File: config.mk
export PLATFORM = sky130hd
export DESIGN_NAME = flash_status_wp
export DESIGN_NICKNAME = d
export VERILOG_FILES = /design/src/verilog/flash_status_pkg.sv /design/src/verilog/flash_status_wp.sv
export VERILOG_INCLUDE_DIRS = /design/src /design/src/verilog
export SDC_FILE = /design/constraint.sdc
export NUM_CORES = 1
export LEC_CHECK = 0
export ABC_CLOCK_PERIOD_IN_PS = 3620
export CAP_MARGIN = 20
export CORE_MARGIN = 2
export CORE_UTILIZATION = 50
export DETAILED_ROUTE_END_ITERATION = 8
export DONT_BUFFER_PORTS = 1
export GPL_ROUTABILITY_DRIVEN = 1
export HOLD_SLACK_MARGIN = 0.15
export PLACE_DENSITY = 0.73
export SETUP_SLACK_MARGIN = 0.5
export SLEW_MARGIN = 20
export SYNTH_ARGS = -nofsm -noshare
export SYNTH_HDL_FRONTEND = slang
export SYNTH_SLANG_ARGS = --single-unit
File: constraint.sdc
create_clock -name clock_in -period 3.62 [get_ports clock_in]
set_input_delay 0 -clock clock_in [delete_from_list [all_inputs] [get_ports clock_in]]
set_output_delay 0 -clock clock_in [all_outputs]
set_load 0.005 [all_outputs]
File: src/verilog/flash_status_defines.svh
// Constants for the flash status and write-protect logic.
`ifndef FLASH_STATUS_DEFINES_SVH
`define FLASH_STATUS_DEFINES_SVH
// Command codes.
`define CMD_ARM 8'h06
`define CMD_DISARM 8'h04
`define CMD_RD_STAT 8'h05
`define CMD_WR_STAT 8'h01
`define CMD_PAGE 8'h02
`define CMD_SECT 8'h20
`define CMD_BLOCK 8'hd8
`define CMD_CHIP_A 8'hc7
`define CMD_CHIP_B 8'h60
`define CMD_SLEEP 8'hb9
`define CMD_WAKE 8'hab
// Status word bit positions.
`define ST_BUSY 0
`define ST_ARM 1
`define ST_BP_LO 2
`define ST_BP_HI 5
`define ST_LOCK 7
// Synchroniser lanes.
`define PIN_SCK 0
`define PIN_CS 1
`define PIN_SI 2
`define PIN_WP 3
`define PIN_W 4
// Byte counts and bit and byte indices of command sequences.
`define LEN_CMD 3'h1
`define LEN_STAT 3'h2
`define LEN_ADDR 3'h4
`define BIT_LAST 3'h7
`define BYTE_ADDR_LO 3'h3
// Protect field decode.
`define BLOCKS_ALL 4'h8
`define NB_0 4'h0
`define NB_1 4'h1
`define NB_2 4'h2
`define NB_4 4'h4
`define LIM_9 8'h7e
`define LIM_10 8'h7c
`define LIM_11 8'h78
`define LIM_12 8'h70
`define LIM_13 8'h60
`define LIM_14 8'h40
`define LIM_15 8'h80
`define LIM_0 8'h00
`endif

File: src/verilog/flash_status_pkg.sv
// Types shared by the flash status and write-protect logic.
package flash_status_pkg;
    // Kind of internal operation handed to the array engine.
    typedef enum logic [2:0] {
        OP_PAGE = 3'b000,
        OP_SECT = 3'b001,
        OP_BLOCK = 3'b010,
        OP_CHIP = 3'b011,
        OP_STAT = 3'b100
    } op_kind_t;
endpackage

File: src/verilog/flash_status_wp.sv
// Serial flash status word, write arming and array protection checks.
//
// Behaviour
// [RULE_01] Bit 0 busy; commands ignored while busy.
// [RULE_02] Bit 1 arm latch gates modifying commands.
// [RULE_03] Arm command sets the arm latch.
// [RULE_04] Disarm command clears the arm latch.
// [RULE_05] Successful operation completion clears arm latch.
// [RULE_06] Arm latch reads zero after reset.
// [RULE_07] Bits 5..2 protect field shield regions.
// [RULE_08] Chip wipe only with zero protect field.
// [RULE_09] Protect field starts all zeros.
// [RULE_10] Bit 6 reserved, always reads zero.
// [RULE_11] Bit 7 lock; clear means pin ignored.
// [RULE_12] Lock set and pin low rejects writes.
// [RULE_13] Modifying commands need whole-byte clock counts.
// [RULE_14] Host arms before every modifying command.
// [RULE_15] Power-down ignores all but wake command.
// [RULE_16] Top-bit-clear field protects upper blocks.
// [RULE_17] Top-bit-set field protects lower sectors.
// [RULE_18] Page write stays in page, 1-to-0.
// [RULE_19] Page write is code, address, data.
// [RULE_20] Wipes set addressed region to all ones.
// [RULE_21] First byte after select is command, MSB first.
// [RULE_22] Status read repeats until deselect.
// [RULE_23] Status write touches only protect and lock.
`timescale 1ns/10ps
`default_nettype none
`include "flash_status_defines.svh"
module flash_status_wp
    import flash_status_pkg::*;
(
    // Clock and reset.
    input wire logic clock_in,
    input wire logic rst_in,
    // Serial pins from the host.
    input wire logic sck_in,
    input wire logic cs_n_in,
    input wire logic si_in,
    input wire logic wp_n_in,
    // Serial output pin.
    output logic so_out,
    output logic so_oe_out,
    // Array engine side.
    output logic op_start_out,
    output op_kind_t op_kind_out,
    output logic [23:0] op_addr_out,
    input wire logic op_done_in,
    output logic data_valid_out,
    output logic [7:0] data_out,
    output logic [23:0] data_addr_out,
    // Live status word.
    output logic [7:0] status_out
);
    // Two-stage synchronisers plus one history stage for edges.
    logic [`PIN_W-1:0] meta_q;
    logic [`PIN_W-1:0] sync_q;
    logic [1:0] hist_q;
    // Serial receive state.
    logic [7:0] shift_q, shift_d;
    logic [2:0] bit_q, bit_d;
    logic [2:0] byte_q, byte_d;
    logic [7:0] cmd_q, cmd_d;
    logic [23:0] addr_q, addr_d;
    logic [7:0] col_q, col_d;
    logic [7:0] pend_q, pend_d;
    // Status fields.
    logic busy_q, busy_d;
    logic wel_q, wel_d;
    logic [3:0] bp_q, bp_d;
    logic lock_q, lock_d;
    logic sleep_q, sleep_d;
    // Output registers.
    logic so_q, so_d;
    logic oe_q, oe_d;
    logic start_q, start_d;
    op_kind_t kind_q, kind_d;
    logic [23:0] oaddr_q, oaddr_d;
    logic dv_q, dv_d;
    logic [7:0] db_q, db_d;
    logic [23:0] da_q, da_d;
    // Decoded helpers.
    logic sck_rise, sck_fall, cs_rise, sel;
    logic [7:0] stat_w;
    logic [7:0] sh_new;
    logic unlocked, page_ok;
    // Returns one when the given 4 kB sector is shielded by the field.
    function automatic logic prot_hit(input logic [6:0] sec,
                                      input logic [3:0] bp);
        logic [3:0] nb;
        logic [7:0] lim;
        case (bp[2:0])
            3'h0: nb = `NB_0;
            3'h1: nb = `NB_1;
            3'h2: nb = `NB_2;
            3'h3: nb = `NB_4;
            default: nb = `BLOCKS_ALL;
        endcase
        case (bp[2:0])
            3'h1: lim = `LIM_9;
            3'h2: lim = `LIM_10;
            3'h3: lim = `LIM_11;
            3'h4: lim = `LIM_12;
            3'h5: lim = `LIM_13;
            3'h6: lim = `LIM_14;
            3'h7: lim = `LIM_15;
            default: lim = `LIM_0;
        endcase
        if (bp[3]) begin
            // Low sectors from zero up to one below the limit are shielded.
            prot_hit = ({1'b0, sec} < lim); // [RULE_17]
        end else begin
            // The top nb blocks are shielded.
            prot_hit = (({1'b0, sec[6:4]} + nb) >= `BLOCKS_ALL); // [RULE_16]
        end
    endfunction
    // Pins cross into the clock domain; only stage two and the history stage are read.
    always_ff @(posedge clock_in) begin
        if (rst_in) begin
            meta_q <= 4'h2;
            sync_q <= 4'h2;
            hist_q <= 2'h2;
        end else begin
            meta_q <= {wp_n_in, si_in, cs_n_in, sck_in};
            sync_q <= meta_q;
            hist_q <= {sync_q[`PIN_CS], sync_q[`PIN_SCK]};
        end
    end
    // Edge detection works on the settled copies only.
    assign sel = ~sync_q[`PIN_CS];
    assign sck_rise = sel & sync_q[`PIN_SCK] & ~hist_q[0];
    assign sck_fall = sel & ~sync_q[`PIN_SCK] & hist_q[0];
    assign cs_rise = sync_q[`PIN_CS] & ~hist_q[1];
    assign sh_new = {shift_q[6:0], sync_q[`PIN_SI]};
    // Reserved bit is a constant zero.
    assign stat_w = {lock_q, 1'b0, bp_q, wel_q, busy_q}; // [RULE_10]
    // The pin only matters once the lock bit is set.
    assign unlocked = ~lock_q | sync_q[`PIN_WP]; // [RULE_11] [RULE_12]
    // Page writes and data strobes need arming, idle and no shield.
    assign page_ok = wel_q & ~busy_q & ~sleep_q
                     & ~prot_hit(addr_q[18:12], bp_q); // [RULE_02] [RULE_07]
    // Next-state logic for the serial engine and the status fields.
    always_comb begin
        shift_d = shift_q;
        bit_d = bit_q;
        byte_d = byte_q;
        cmd_d = cmd_q;
        addr_d = addr_q;
        col_d = col_q;
        pend_d = pend_q;
        busy_d = busy_q;
        wel_d = wel_q;
        bp_d = bp_q;
        lock_d = lock_q;
        sleep_d = sleep_q;
        so_d = so_q;
        oe_d = 1'b0;
        start_d = 1'b0;
        kind_d = kind_q;
        oaddr_d = oaddr_q;
        dv_d = 1'b0;
        db_d = db_q;
        da_d = da_q;
        if (!sel) begin
            // Deselect resets the serial framing.
            bit_d = 3'h0;
            byte_d = 3'h0;
        end else if (sck_rise) begin
            // Bits arrive on rising edges, most significant first.
            shift_d = sh_new; // [RULE_21]
            bit_d = bit_q + 3'h1;
            if (bit_q == `BIT_LAST) begin
                if (byte_q < `LEN_ADDR) begin
                    byte_d = byte_q + 3'h1;
                end
                if (byte_q == 3'h0) begin
                    cmd_d = sh_new; // [RULE_21]
                end else if (byte_q < `LEN_ADDR) begin
                    addr_d = {addr_q[15:0], sh_new}; // [RULE_19]
                    if (byte_q == `LEN_CMD) begin
                        pend_d = sh_new;
                    end
                    if (byte_q == `BYTE_ADDR_LO) begin
                        col_d = sh_new;
                    end
                end else if (cmd_q == `CMD_PAGE && page_ok) begin
                    // Column wraps so data never leaves the page.
                    dv_d = 1'b1; // [RULE_18]
                    db_d = sh_new;
                    da_d = {addr_q[23:8], col_q}; // [RULE_18]
                    col_d = col_q + 8'h01;
                end
            end
        end
        // Status bits go out on falling edges, repeating each byte.
        if (sel && !sleep_q && cmd_q == `CMD_RD_STAT && byte_q != 3'h0) begin
            oe_d = 1'b1; // [RULE_22]
            if (sck_fall) begin
                so_d = stat_w[3'h7 - bit_q]; // [RULE_22]
            end
        end else begin
            so_d = 1'b0;
        end
        // Commands take effect when select is released.
        if (cs_rise) begin
            if (sleep_q) begin
                // Only the wake command is heard while asleep.
                if (cmd_q == `CMD_WAKE && byte_q != 3'h0) begin
                    sleep_d = 1'b0; // [RULE_15]
                end
            end else if (!busy_q && bit_q == 3'h0) begin // [RULE_01] [RULE_13]
                case (cmd_q)
                    `CMD_ARM, `CMD_DISARM: begin
                        // One whole byte only; the code itself picks set or clear.
                        if (byte_q == `LEN_CMD) begin
                            wel_d = (cmd_q == `CMD_ARM); // [RULE_03] [RULE_04]
                        end
                    end
                    `CMD_SLEEP: begin
                        if (byte_q == `LEN_CMD) begin
                            sleep_d = 1'b1;
                        end
                    end
                    `CMD_WR_STAT: begin
                        if (byte_q >= `LEN_STAT && wel_q && unlocked) begin // [RULE_12]
                            start_d = 1'b1;
                            kind_d = OP_STAT;
                            oaddr_d = {16'h0000, pend_q}; // [RULE_23]
                        end
                    end
                    `CMD_PAGE: begin
                        if (byte_q >= `LEN_ADDR && page_ok) begin // [RULE_18]
                            start_d = 1'b1;
                            kind_d = OP_PAGE;
                            oaddr_d = addr_q;
                        end
                    end
                    `CMD_SECT: begin
                        if (byte_q >= `LEN_ADDR && page_ok) begin // [RULE_20]
                            start_d = 1'b1;
                            kind_d = OP_SECT;
                            oaddr_d = addr_q;
                        end
                    end
                    `CMD_BLOCK: begin
                        // The block's lowest sector decides in both decode modes.
                        if (byte_q >= `LEN_ADDR && wel_q
                            && !prot_hit({addr_q[18:16], 4'h0}, bp_q)) begin // [RULE_07]
                            start_d = 1'b1;
                            kind_d = OP_BLOCK;
                            oaddr_d = addr_q;
                        end
                    end
                    `CMD_CHIP_A, `CMD_CHIP_B: begin
                        if (byte_q == `LEN_CMD && wel_q && bp_q == 4'h0) begin // [RULE_08]
                            start_d = 1'b1;
                            kind_d = OP_CHIP; // [RULE_20]
                            oaddr_d = 24'h000000;
                        end
                    end
                    default: begin
                        // Reads and unknown codes change no state here.
                    end
                endcase
            end
        end
        // The busy flag covers the whole internal cycle.
        if (start_d) begin
            busy_d = 1'b1; // [RULE_01]
        end else if (busy_q && op_done_in) begin
            busy_d = 1'b0;
            wel_d = 1'b0; // [RULE_05]
            if (kind_q == OP_STAT) begin
                // Only field and lock change, from the value held since start,
                // so frames ignored while busy cannot alter what is written.
                bp_d = oaddr_q[`ST_BP_HI:`ST_BP_LO]; // [RULE_23]
                lock_d = oaddr_q[`ST_LOCK]; // [RULE_23]
            end
        end
    end
    // Register stage; the protect field resets to its shipped zeros.
    always_ff @(posedge clock_in) begin
        if (rst_in) begin
            shift_q <= 8'h00;
            bit_q <= 3'h0;
            byte_q <= 3'h0;
            cmd_q <= 8'h00;
            addr_q <= 24'h000000;
            col_q <= 8'h00;
            pend_q <= 8'h00;
            busy_q <= 1'b0;
            wel_q <= 1'b0; // [RULE_06]
            bp_q <= 4'h0; // [RULE_09]
            lock_q <= 1'b0; // [RULE_11]
            sleep_q <= 1'b0;
            so_q <= 1'b0;
            oe_q <= 1'b0;
            start_q <= 1'b0;
            kind_q <= OP_PAGE;
            oaddr_q <= 24'h000000;
            dv_q <= 1'b0;
            db_q <= 8'h00;
            da_q <= 24'h000000;
        end else begin
            shift_q <= shift_d;
            bit_q <= bit_d;
            byte_q <= byte_d;
            cmd_q <= cmd_d;
            addr_q <= addr_d;
            col_q <= col_d;
            pend_q <= pend_d;
            busy_q <= busy_d;
            wel_q <= wel_d;
            bp_q <= bp_d;
            lock_q <= lock_d;
            sleep_q <= sleep_d;
            so_q <= so_d;
            oe_q <= oe_d;
            start_q <= start_d;
            kind_q <= kind_d;
            oaddr_q <= oaddr_d;
            dv_q <= dv_d;
            db_q <= db_d;
            da_q <= da_d;
        end
    end
    // Outputs come straight from registers.
    assign so_out = so_q;
    assign so_oe_out = oe_q;
    assign op_start_out = start_q;
    assign op_kind_out = kind_q;
    assign op_addr_out = oaddr_q;
    assign data_valid_out = dv_q;
    assign data_out = db_q;
    assign data_addr_out = da_q;
    assign status_out = stat_w;
endmodule
`default_nettype wire

======== Word level (Yosys, flattened, before mapping) ========
Cells that the tools add are included.
storage, ports and cells
  bits in registers ....................... 142
cells by class
  reductions and logical operators ........ 42
  bitwise gates (word level) .............. 23
  $add $sub $neg .......................... 6
  $lt $le $gt $ge ......................... 8
  mux-type cells .......................... 56
  equal/unequal tests ..................... 29
operators by type and width
  kind                   number
  $mux W24               4
  $pmux W24 S4           1
  $mux W8                7
  $pmux W8 S7            1
  $eq A8 B8 Y1 const B   4
  $mux W1                30
  $eq A8 B3 Y1 const B   3
  $eq A3 B3 Y1 const B   6
  $reduce_and A6 Y1      3
  $lt A7 B8 Y1           2
  $mux W4                4
  $pmux W4 S4            1
  $mux W3                5
  $pmux W3 S5            1
  $logic_and A1 B1 Y1    14
  $not A1 Y1             14
  $reduce_or A2 Y1       5
  $eq A3 B2 Y1 const B   3
  $logic_not A3 Y1       3
  $reduce_and A9 Y1      1
  $add A3 B4 Y4          2
  $add A8 B1 Y8 const B  1
  $and A1 B1 Y1          8
  $eq A8 B1 Y1 const B   1
  other kinds (28)       40

======== Logic depth before layout (Yosys ltp) ========
Gate-level depths: netlist of run 1.
  depth after elaboration ................. 22
  depth in mapped cells ................... 13
  mapped depth without buffers ............ 10

======== Worst setup path before layout of run 1 ========
Ideal clock, no wire load.
  path kind ............................... register to register
  start point ............................. register bp_q[1]
  end point ............................... register oaddr_q[10] (netlist: op_addr_out[10])
  stages on the path, launching flop included .. 12
  arrival ................................. 2,781 ps
  data required time ...................... 3,498 ps
  setup time .............................. 122 ps
  slack ................................... 716 ps
  cells stage by stage .................... dfxtp_1 -> clkbuf_1 -> nand2b_1 -> nor2_1 -> ha_1 -> nor4b_1 -> a2111oi_0 -> nand3_1 -> o21ai_0 -> clkbuf_1 -> nand3_2 -> mux2i_1
between the ends
  longest elaborated chain between the ends .. 17
ends and longest elaborated chain
  element                                     line                                          source
  start: declaration                          flash_status_wp.sv:70                         logic [3:0] bp_q, bp_d;
  start signal: assignment                    flash_status_wp.sv:314                        bp_q <= bp_d;
  $eq A3 B2 Y1, or another cell as far along  flash_status_wp.sv:92, flash_status_wp.sv:99
  $pmux W4 S4                                 flash_status_wp.sv:92                         case (bp[2:0])
  $mux W4                                     flash_status_wp.sv:212                        case (cmd_q)
  $mux W4                                     flash_status_wp.sv:211                        end else if (!busy_q && bit_q == 3'h0) begin
  $mux W4                                     flash_status_wp.sv:206                        if (sleep_q) begin
  $mux W4                                     flash_status_wp.sv:205                        if (cs_rise) begin
  $add A3 B4 Y4                               flash_status_wp.sv:114                        prot_hit = (({1'b0, sec[6:4]} + nb) >= `BLOCKS_ALL);
  $ge A4 B4 Y1 (no source line)               -
  $mux W1                                     flash_status_wp.sv:109                        if (bp[3]) begin
  $mux W1                                     flash_status_wp.sv:212
  $mux W1                                     flash_status_wp.sv:211
  $mux W1                                     flash_status_wp.sv:206
  $mux W1                                     flash_status_wp.sv:205
  $logic_not A1 Y1                            flash_status_wp.sv:248                        && !prot_hit({addr_q[18:16], 4'h0}, bp_q)) begin
  $logic_and A1 B1 Y1                         flash_status_wp.sv:247                        if (byte_q >= `LEN_ADDR && wel_q
  $ne A2 B2 Y1 (no source line)               -
  $reduce_and A8 Y1 (no source line) *        -
  end signal: assignment                      flash_status_wp.sv:321                        oaddr_q <= oaddr_d;
  end: declaration                            flash_status_wp.sv:78                         logic [23:0] oaddr_q, oaddr_d;
Mark *: on every way between the ends. The rest lies on a longest branch, timed or not. The select of a mux whose other input is x is not followed.
A chain may end at the register's enable or synchronous reset.

======== Final worst setup path of run 1 ========
  start point ............................. register cmd_q[4]
  end point ............................... register oaddr_q[8] (netlist: op_addr_out[8])
between the ends
  longest elaborated chain between the ends .. 4
ends and longest elaborated chain
  element                                                      line                    source
  start: declaration                                           flash_status_wp.sv:63   logic [7:0] cmd_q, cmd_d;
  start signal: assignment                                     flash_status_wp.sv:308  cmd_q <= cmd_d;
  $eq A8 B2 Y1, or another cell as far along                   flash_status_wp.sv:212
  $reduce_or A2 Y1, on equally long branches                   -
  $ne A2 B1 Y1 (no source line), or another cell as far along  -
  $reduce_and A8 Y1 (no source line)                           -
Parallel ways exist; a longest one is shown, timed or not.

==> results of run 1 <==
final cells by class:
cell class,instances,share of cell area [%]
multi-input combinational,493,42.4
sequential,142,38.8
timing repair buffer,57,7.74
clock buffer,22,6.32
tap,168,2.86
clock inverter,10,1.21
inverter,14,0.716
kinds of logic after synthesis:
group	synth area share, %
adders and majority gates	3.01
DFF	45.6
other	0.0602
and+or+nand+nor	22.2
AOI/OAI and AO/OA	10.1
buffers and inverters	4.66
xor gates and xnor gates	0.562
muxes	13.7
per-layer routing:
metal | track usage, % | up-vias | wire (um)
met2 | 38.7 | 188 | 7450
met1 | 30.6 | 2493 | 6750
met4 | 8.81 | 0 | 335
li1 | - | 2466 | -
met3 | 6.90 | 35 | 1190
met5 | 0 | - | 0
sequential cells by signal, indices dropped and copies added, names as in the netlist, 2 cells and up:
name,count
cmd_q,8
sync_q,4
meta_q,4
op_addr_out,24
byte_q,3
data_addr_out,24
addr_q,24
hist_q,2
bit_q,3
pend_q,8
shift_q,7
op_kind_out,3
data_out,8
col_q,8
bp_q,4
worst max path at each step:
stage | from | end | slack, ns | cells after the start
after floorplan | bp_q[1]$_SDFFE_PP0P_ | op_addr_out[10]$_SDFFE_PP0P_ | 0.72 | 11
after global placement | bp_q[2]$_SDFFE_PP0P_ | data_addr_out[7]$_SDFFE_PP0P_ | 0.64 | 11
after detailed placement | bp_q[2]$_SDFFE_PP0P_ | data_out[7]$_SDFFE_PP0P_ | 0.51 | 11
after CTS | bp_q[2]$_SDFFE_PP0P_ | data_addr_out[0]$_SDFFE_PP0P_ | 0.50 | 11
after global routing | bp_q[2]$_SDFFE_PP0P_ | data_out[4]$_SDFFE_PP0P_ | 0.50 | 12
final | cmd_q[4]$_SDFFE_PP0P_ | op_addr_out[8]$_SDFFE_PP0P_ | 0.65 | 7
stage by stage:
step / cell area, um^2 / hold WS, ns / instances / worst slack [ns]
2_1_floorplan: 6230 / 0.103 / 696 / 0.716
5_1_grt: 7340 / 0.181 / 906 / 0.498
3_3_place_gp: 6310 / 0.0803 / 830 / 0.644
4_1_cts: 7280 / -0.354 / 903 / 0.500
6_report: 7340 / 0.195 / 906 / 0.649
3_5_place_dp: 6310 / 0.0830 / 830 / 0.507
power by group:
group          total [mW]  internal, mW  switching (mW)
combinational      0.0434        0.0169          0.0265
sequential           1.57          1.57         0.00280
clock                1.63         0.976           0.655
total                3.25          2.56           0.685
what timing repair did:
item / in CTS / in global routing
hold buffers: 41 / 3
gates resized for setup: 0 / 7
hold endpoints to repair: 139 / 91
endpoints found under the setup margin: 0 / 79
worst max-delay path, cell delays in order (launching register included):
cell and delay, ns:
dfxtp_1 0.38, or4_4 0.57, or4b_1 0.70, and3_4 0.29, a221oi_4 0.24, and3_1 0.21, buf_4 0.26, mux2i_1 0.23
cell usage in the layout, fill, tap and decap left out, drive strengths merged, types with 3 or more instances in the layout:
cell type and count:
or4 4, a221oi 3, mux2i 82, nor4 5
or2 7, nor3b 3, clkinvlp 4, nand4 5
nor2 83, nor2b 12, dfxtp 142, dlygate4sd3 43
a21o 3, a311oi 10, a21oi 40, nand2b 5
ha 15, nand2 122, nor3 12, nand3 18
a31oi 10, or4b 3, xnor2 3, clkbuf 22
and3 11, inv 13, o32ai 7, clkinv 6
buf 14
==> impl_metrics.py, run 1 <==
metrics = {
    "routing": {
        "vias": 5182,
        "wl_per_cell_um": 17.4,
        "ant_nets": 0,
        "drtIter0Drc": 408,
        "via_per_inst": 5.72,
        "firstDrtPassIters": 5,
        "drcViolationCount": 0,
        "routed_wl_mm": 15.7,
    },
    "die": {
        "row_count": 40,
        "design.core.area_um2": 12100,
        "die_width_um": 116,
        "start_util_pct": 51.4,
        "fp.dieH_um": 116,
        "die_area_um2": 13400,
        "io_pins": 78,
    },
    "pwr": {
        "finalPower_mw": 3.25,
        "p_per_area_nw_per_um2": 442,
        "p_leak_nw": 2.69,
        "ir_drop_mv": 0.300,
    },
    "sta": {
        "period_share_pct": 82.1,
        "slew_headroom_pct": 37.0,
        "tns_ns": 0,
        "tightest_slew_ns": 0.940,
        "setup_viol": 0,
        "final-hold-violation-count": 0,
        "fin_worst_skew_ns": 0.0109,
        "layout_min_cycle_time_ns": 2.97,
        "final-max-slew-violation-count": 0,
        "rsz0062_at_grt": "false",
        "max_freq_mhz": 337,
    },
    "finish": {
        "fin_nets": 747,
        "regArea_um2": 2850,
        "areaGrowthSynthToFinish_pct": 17.8,
        "multi_input_area_um2": 3110,
        "final_core_utilization_pct": 60.6,
        "fillers": 1040,
        "drive_above_1_share_pct": 9.21,
        "diodes": 0,
    },
    "cts": {
        "clockBufferDepth": 2,
        "cts_tree": "built",
        "cts-root-buf": "clkbuf_16",
        "clkTransAtPathRegs_ns": 0.06,
        "clock_sinks": 142,
        "cts_setup_buffers": 0,
        "cts_buffers": 17,
        "h-tree-depth": 4,
        "clock_latency_ns": 0.43,
    },
    "synth": {
        "synth-seq-cells": 142,
        "syn-cell-area_um2": 6230,
        "synth_top_cell_by_area": "dfxtp_1",
        "seq_area_frac_synth_pct": 45.6,
        "syn_inst": 696,
        "synth_warnings": 0,
        "avgSynthCellArea_um2": 8.95,
        "synth.cells.most_frequent": "142 x dfxtp_1, 122 x nand2_1, 82 x mux2i_1, 82 x nor2_1, 40 x a21oi_1",
        "yosys-top-cells-area": "dfxtp_1 46%, mux2i_1 13%, nand2_1 7.4%, nor2_1 4.9%, a21oi_1 3.2%",
        "synth-edff-count": 0,
        "synth_flop_cell": "dfxtp_1",
        "syn-num-nets": 718,
        "synth.most_common_cell": "dfxtp_1",
        "synth_top_area_share_pct": 45.6,
        "ys_types": 60,
        "synth_async_sr_flop_share_pct": 0,
    },
    "hold_path": {
        "min_from": "rst_in",
        "hold_class": "primary input to flop",
        "whs_endpoint": "meta_q[3]$_SDFF_PP0_",
        "hold_depth": 2,
    },
    "placed_design": {
        "gp_congestion": 0.917,
        "dpl.hpwl_mm": 9.97,
        "port_buffers": 0,
    },
    "grt": {
        "grt_pass1_vias": 4933,
        "grt_pass1_wl_mm": 24.6,
        "grt_usage_pct": 23.9,
        "overflow": 0,
        "grt_start_max_net_pins": 118,
        "antenna_found_initial": 0,
    },
    "setup_path": {
        "worst_setup_path_start_kind": "flop",
        "worstPathMaxFanout": 14,
        "r2r-end": "op_addr_out[8]$_SDFFE_PP0P_",
        "crit_required_ns": 3.97,
        "regToRegSetupSlack_ns": 0.65,
        "arrival_ns": 3.32,
        "r2r_cells": 7,
        "crit-reg2reg-launch": "cmd_q[4]$_SDFFE_PP0P_",
        "criticalPathCategory": "flop to flop",
        "cp-end-kind": "flop",
    },
    "flow_run": {
        "drv_cap": 0,
    },
    "status": {
        "status": "complete, no violations",
    },
}
(Power assumes the default switching activity.)
==> run 2: changes to the inputs <==
--- a/config.mk
+++ b/config.mk
@@ -6,7 +6,7 @@
 export SDC_FILE = /design/constraint.sdc
 export NUM_CORES = 1
 export LEC_CHECK = 0
-export ABC_CLOCK_PERIOD_IN_PS = 3620
+export ABC_CLOCK_PERIOD_IN_PS = 2800
 export CAP_MARGIN = 20
 export CORE_MARGIN = 2
 export CORE_UTILIZATION = 50
==> constraint.sdc (replaced) <==
create_clock -name clock_in -period 2.8 [get_ports clock_in]
set_input_delay 0 -clock clock_in [delete_from_list [all_inputs] [get_ports clock_in]]
set_output_delay 0 -clock clock_in [all_outputs]
set_load 0.005 [all_outputs]
==> run 2 against run 1 <==
  * The run now ends with negative hold slack left
  * Clock power is 48% higher
  * Setup slack worse by 0.53 ns
  * First-iteration DRC count is 31% higher
  * Global-route usage is 2.7 points higher
  * Utilization is 4.0 points higher
  * Sequential share of layout area is 2.3 points lower
  * Hold slack worse by 0.52 ns
  * Power is 38% higher
  * Sequential power is 29% higher
  * Critical endpoint is now op_addr_out[13]$_SDFFE_PP0P_
==> impl_metrics.py, run 2 (synthesized netlist as in run 1, its figures left out) <==
metrics = {
    "status": {
        "status": "finished, violations left",
        "violations": "negative hold slack",
    },
    "placed_design": {
        "dpl.cell_count": 839,
        "pre_cts_slack_ns": 0.0164,
        "gp_congestion": 0.943,
        "port_buffers": 0,
        "dpl.hpwl_mm": 10.6,
        "post_dp_cell_area_um2": 6450,
    },
    "hold_path": {
        "hold_class": "primary input to flop",
    },
    "die": {
        "row_count": 40,
        "die_width_um": 116,
        "fp.dieH_um": 116,
        "start_util_pct": 51.4,
        "die_area_um2": 13400,
        "io_pins": 78,
        "design.core.area_um2": 12100,
    },
    "cts": {
        "cts_tree": "built",
        "h-tree-depth": 4,
        "clock_sinks": 142,
        "clockBufferDepth": 2,
        "cts-root-buf": "clkbuf_16",
        "cts_buffers": 17,
        "clkTransAtPathRegs_ns": 0.06,
        "cts_hold_buffers": 24,
        "clock_latency_ns": 0.42,
    },
    "grt": {
        "antenna_found_initial": 0,
        "grt_pass1_vias": 5258,
        "grt_usage_pct": 26.7,
        "grt_start_max_net_pins": 118,
        "grt_pass1_wl_mm": 27.2,
        "overflow": 0,
    },
    "setup_path": {
        "arrival_ns": 3.04,
        "crit_required_ns": 3.15,
        "criticalPathCategory": "flop to flop",
        "worstPathMaxFanout": 6,
        "worst_setup_path_start_kind": "flop",
        "regToRegSetupSlack_ns": 0.11,
        "cp-end-kind": "flop",
    },
    "sta": {
        "fin_worst_skew_ns": 0.00704,
        "layout_min_cycle_time_ns": 2.69,
        "slew_headroom_pct": 38.9,
        "setup_ws_ns": 0.114,
        "tightest_slew_ns": 0.911,
        "rsz0062_at_grt": "true",
        "setup_viol": 0,
        "max_freq_mhz": 372,
        "holdWs_ns": -0.323,
        "final-hold-violation-count": 92,
        "period_share_pct": 95.9,
        "tns_ns": 0,
        "final-max-slew-violation-count": 0,
    },
    "finish": {
        "instances_no_fill": 917,
        "regArea_um2": 2850,
        "multi_input_area_um2": 3350,
        "layout_common_cells": "137 x dfxtp_1, 118 x nand2_1, 81 x nor2_1, 81 x mux2i_1, 36 x a21oi_1",
        "diodes": 0,
        "fillers": 959,
        "areaGrowthSynthToFinish_pct": 25.6,
        "fin_nets": 758,
        "drive_above_1_share_pct": 17.8,
        "final_common_cell": "dfxtp_1",
        "fin_area_um2": 7820,
    },
    "pwr": {
        "ir_drop_mv": 0.388,
        "comb_power_share_pct": 0.7,
        "pwr-share-clk_pct": 53.9,
        "switchingPower_mw": 0.864,
        "pwr-share-seq_pct": 45.4,
        "p_int_mw": 3.60,
        "p_per_area_nw_per_um2": 571,
        "sw_frac_of_total_pct": 19.3,
        "p_leak_nw": 2.82,
    },
    "routing": {
        "wl_per_cell_um": 19.1,
        "routed_wl_mm": 17.5,
        "ant_nets": 0,
        "vias": 5391,
        "firstDrtPassIters": 5,
        "drtIter0Drc": 536,
        "drcViolationCount": 0,
        "via_per_inst": 5.88,
    },
    "flow_run": {
        "drv_cap": 0,
    },
}
==> run 2: changes by cell type in the layout (fill, tap and decap cells not counted), sizes merged <==
cell / delta
dlygate4sd3: -19
buf: +28
clkinvlp: -1
clkbuf: +3
bufinv: +3
clkinv: -3
==> run 2: what timing repair did <==
action / 4_1_cts / 5_1_grt
gates resized for setup: 36 / 25
gates cloned: 3 / 3
pin swaps: 16 / 13
setup buffers: 14 / 2
hold endpoints to repair: 139 / 108
endpoints found under the setup margin: 94 / 72
==> run 2: per-stage QoR <==
step / power [mW] / hold slack (ns) / util, %
5_1_grt: 4.59 / -0.337 / 64.6
4_1_cts: 4.48 / -0.359 / 63.2
3_3_place_gp: 2.09 / 0.0744 / 53.3
6_report: 4.47 / -0.323 / 64.6
3_5_place_dp: 2.10 / 0.0788 / 53.3
2_1_floorplan: 2.11 / 0.103 / -
==> run 2: cell type report <==
type                    instances  share of cell area, %
well taps                     168                   2.69
clock inverters                 9                   2.00
multi-input cells             493                   42.8
flip-flops and latches        142                   36.5
inverters                      14                  0.704
repair buffers                 68                   9.23
clock buffers                  23                   6.11
==> run 2: final timing paths <==
path                                        startpoint                           end  depth (start not counted)
worst max-delay path             cmd_q[4]$_SDFFE_PP0P_  op_addr_out[13]$_SDFFE_PP0P_                          7
worst max register to register   cmd_q[4]$_SDFFE_PP0P_  op_addr_out[13]$_SDFFE_PP0P_                          7
worst min-delay path                        op_done_in              wel_q$_SDFF_PP0_                          1
worst min register to register  addr_q[5]$_SDFFE_PP0P_       addr_q[13]$_SDFFE_PP0P_                          2
==> run 2: worst max-delay path, cell delays in order (launching register included) <==
cell	delay (ns)
dfxtp_2	0.35
or4_4	0.55
or4b_4	0.52
and3_4	0.21
a221oi_4	0.33
and3_4	0.32
clkbuf_16	0.17
mux2i_1	0.17
==> run 2: power by group through the flow <==
stage | Combinational [mW] | Clock [mW] | Sequential, mW
2_1_floorplan | 0.0393 | 0 | 2.07
3_3_place_gp | 0.0205 | 0 | 2.07
3_5_place_dp | 0.0211 | 0 | 2.07
4_1_cts | 0.0307 | 2.42 | 2.03
5_1_grt | 0.0346 | 2.53 | 2.03
6_report | 0.0319 | 2.41 | 2.03
==> run 2: layer usage <==
metal	global-route usage, %	vias to the layer above	wire (um)
met5	0	-	0
met4	10.2	0	412
met2	43.3	246	8360
met1	34.0	2605	7260
met3	7.17	39	1480
li1	-	2501	-
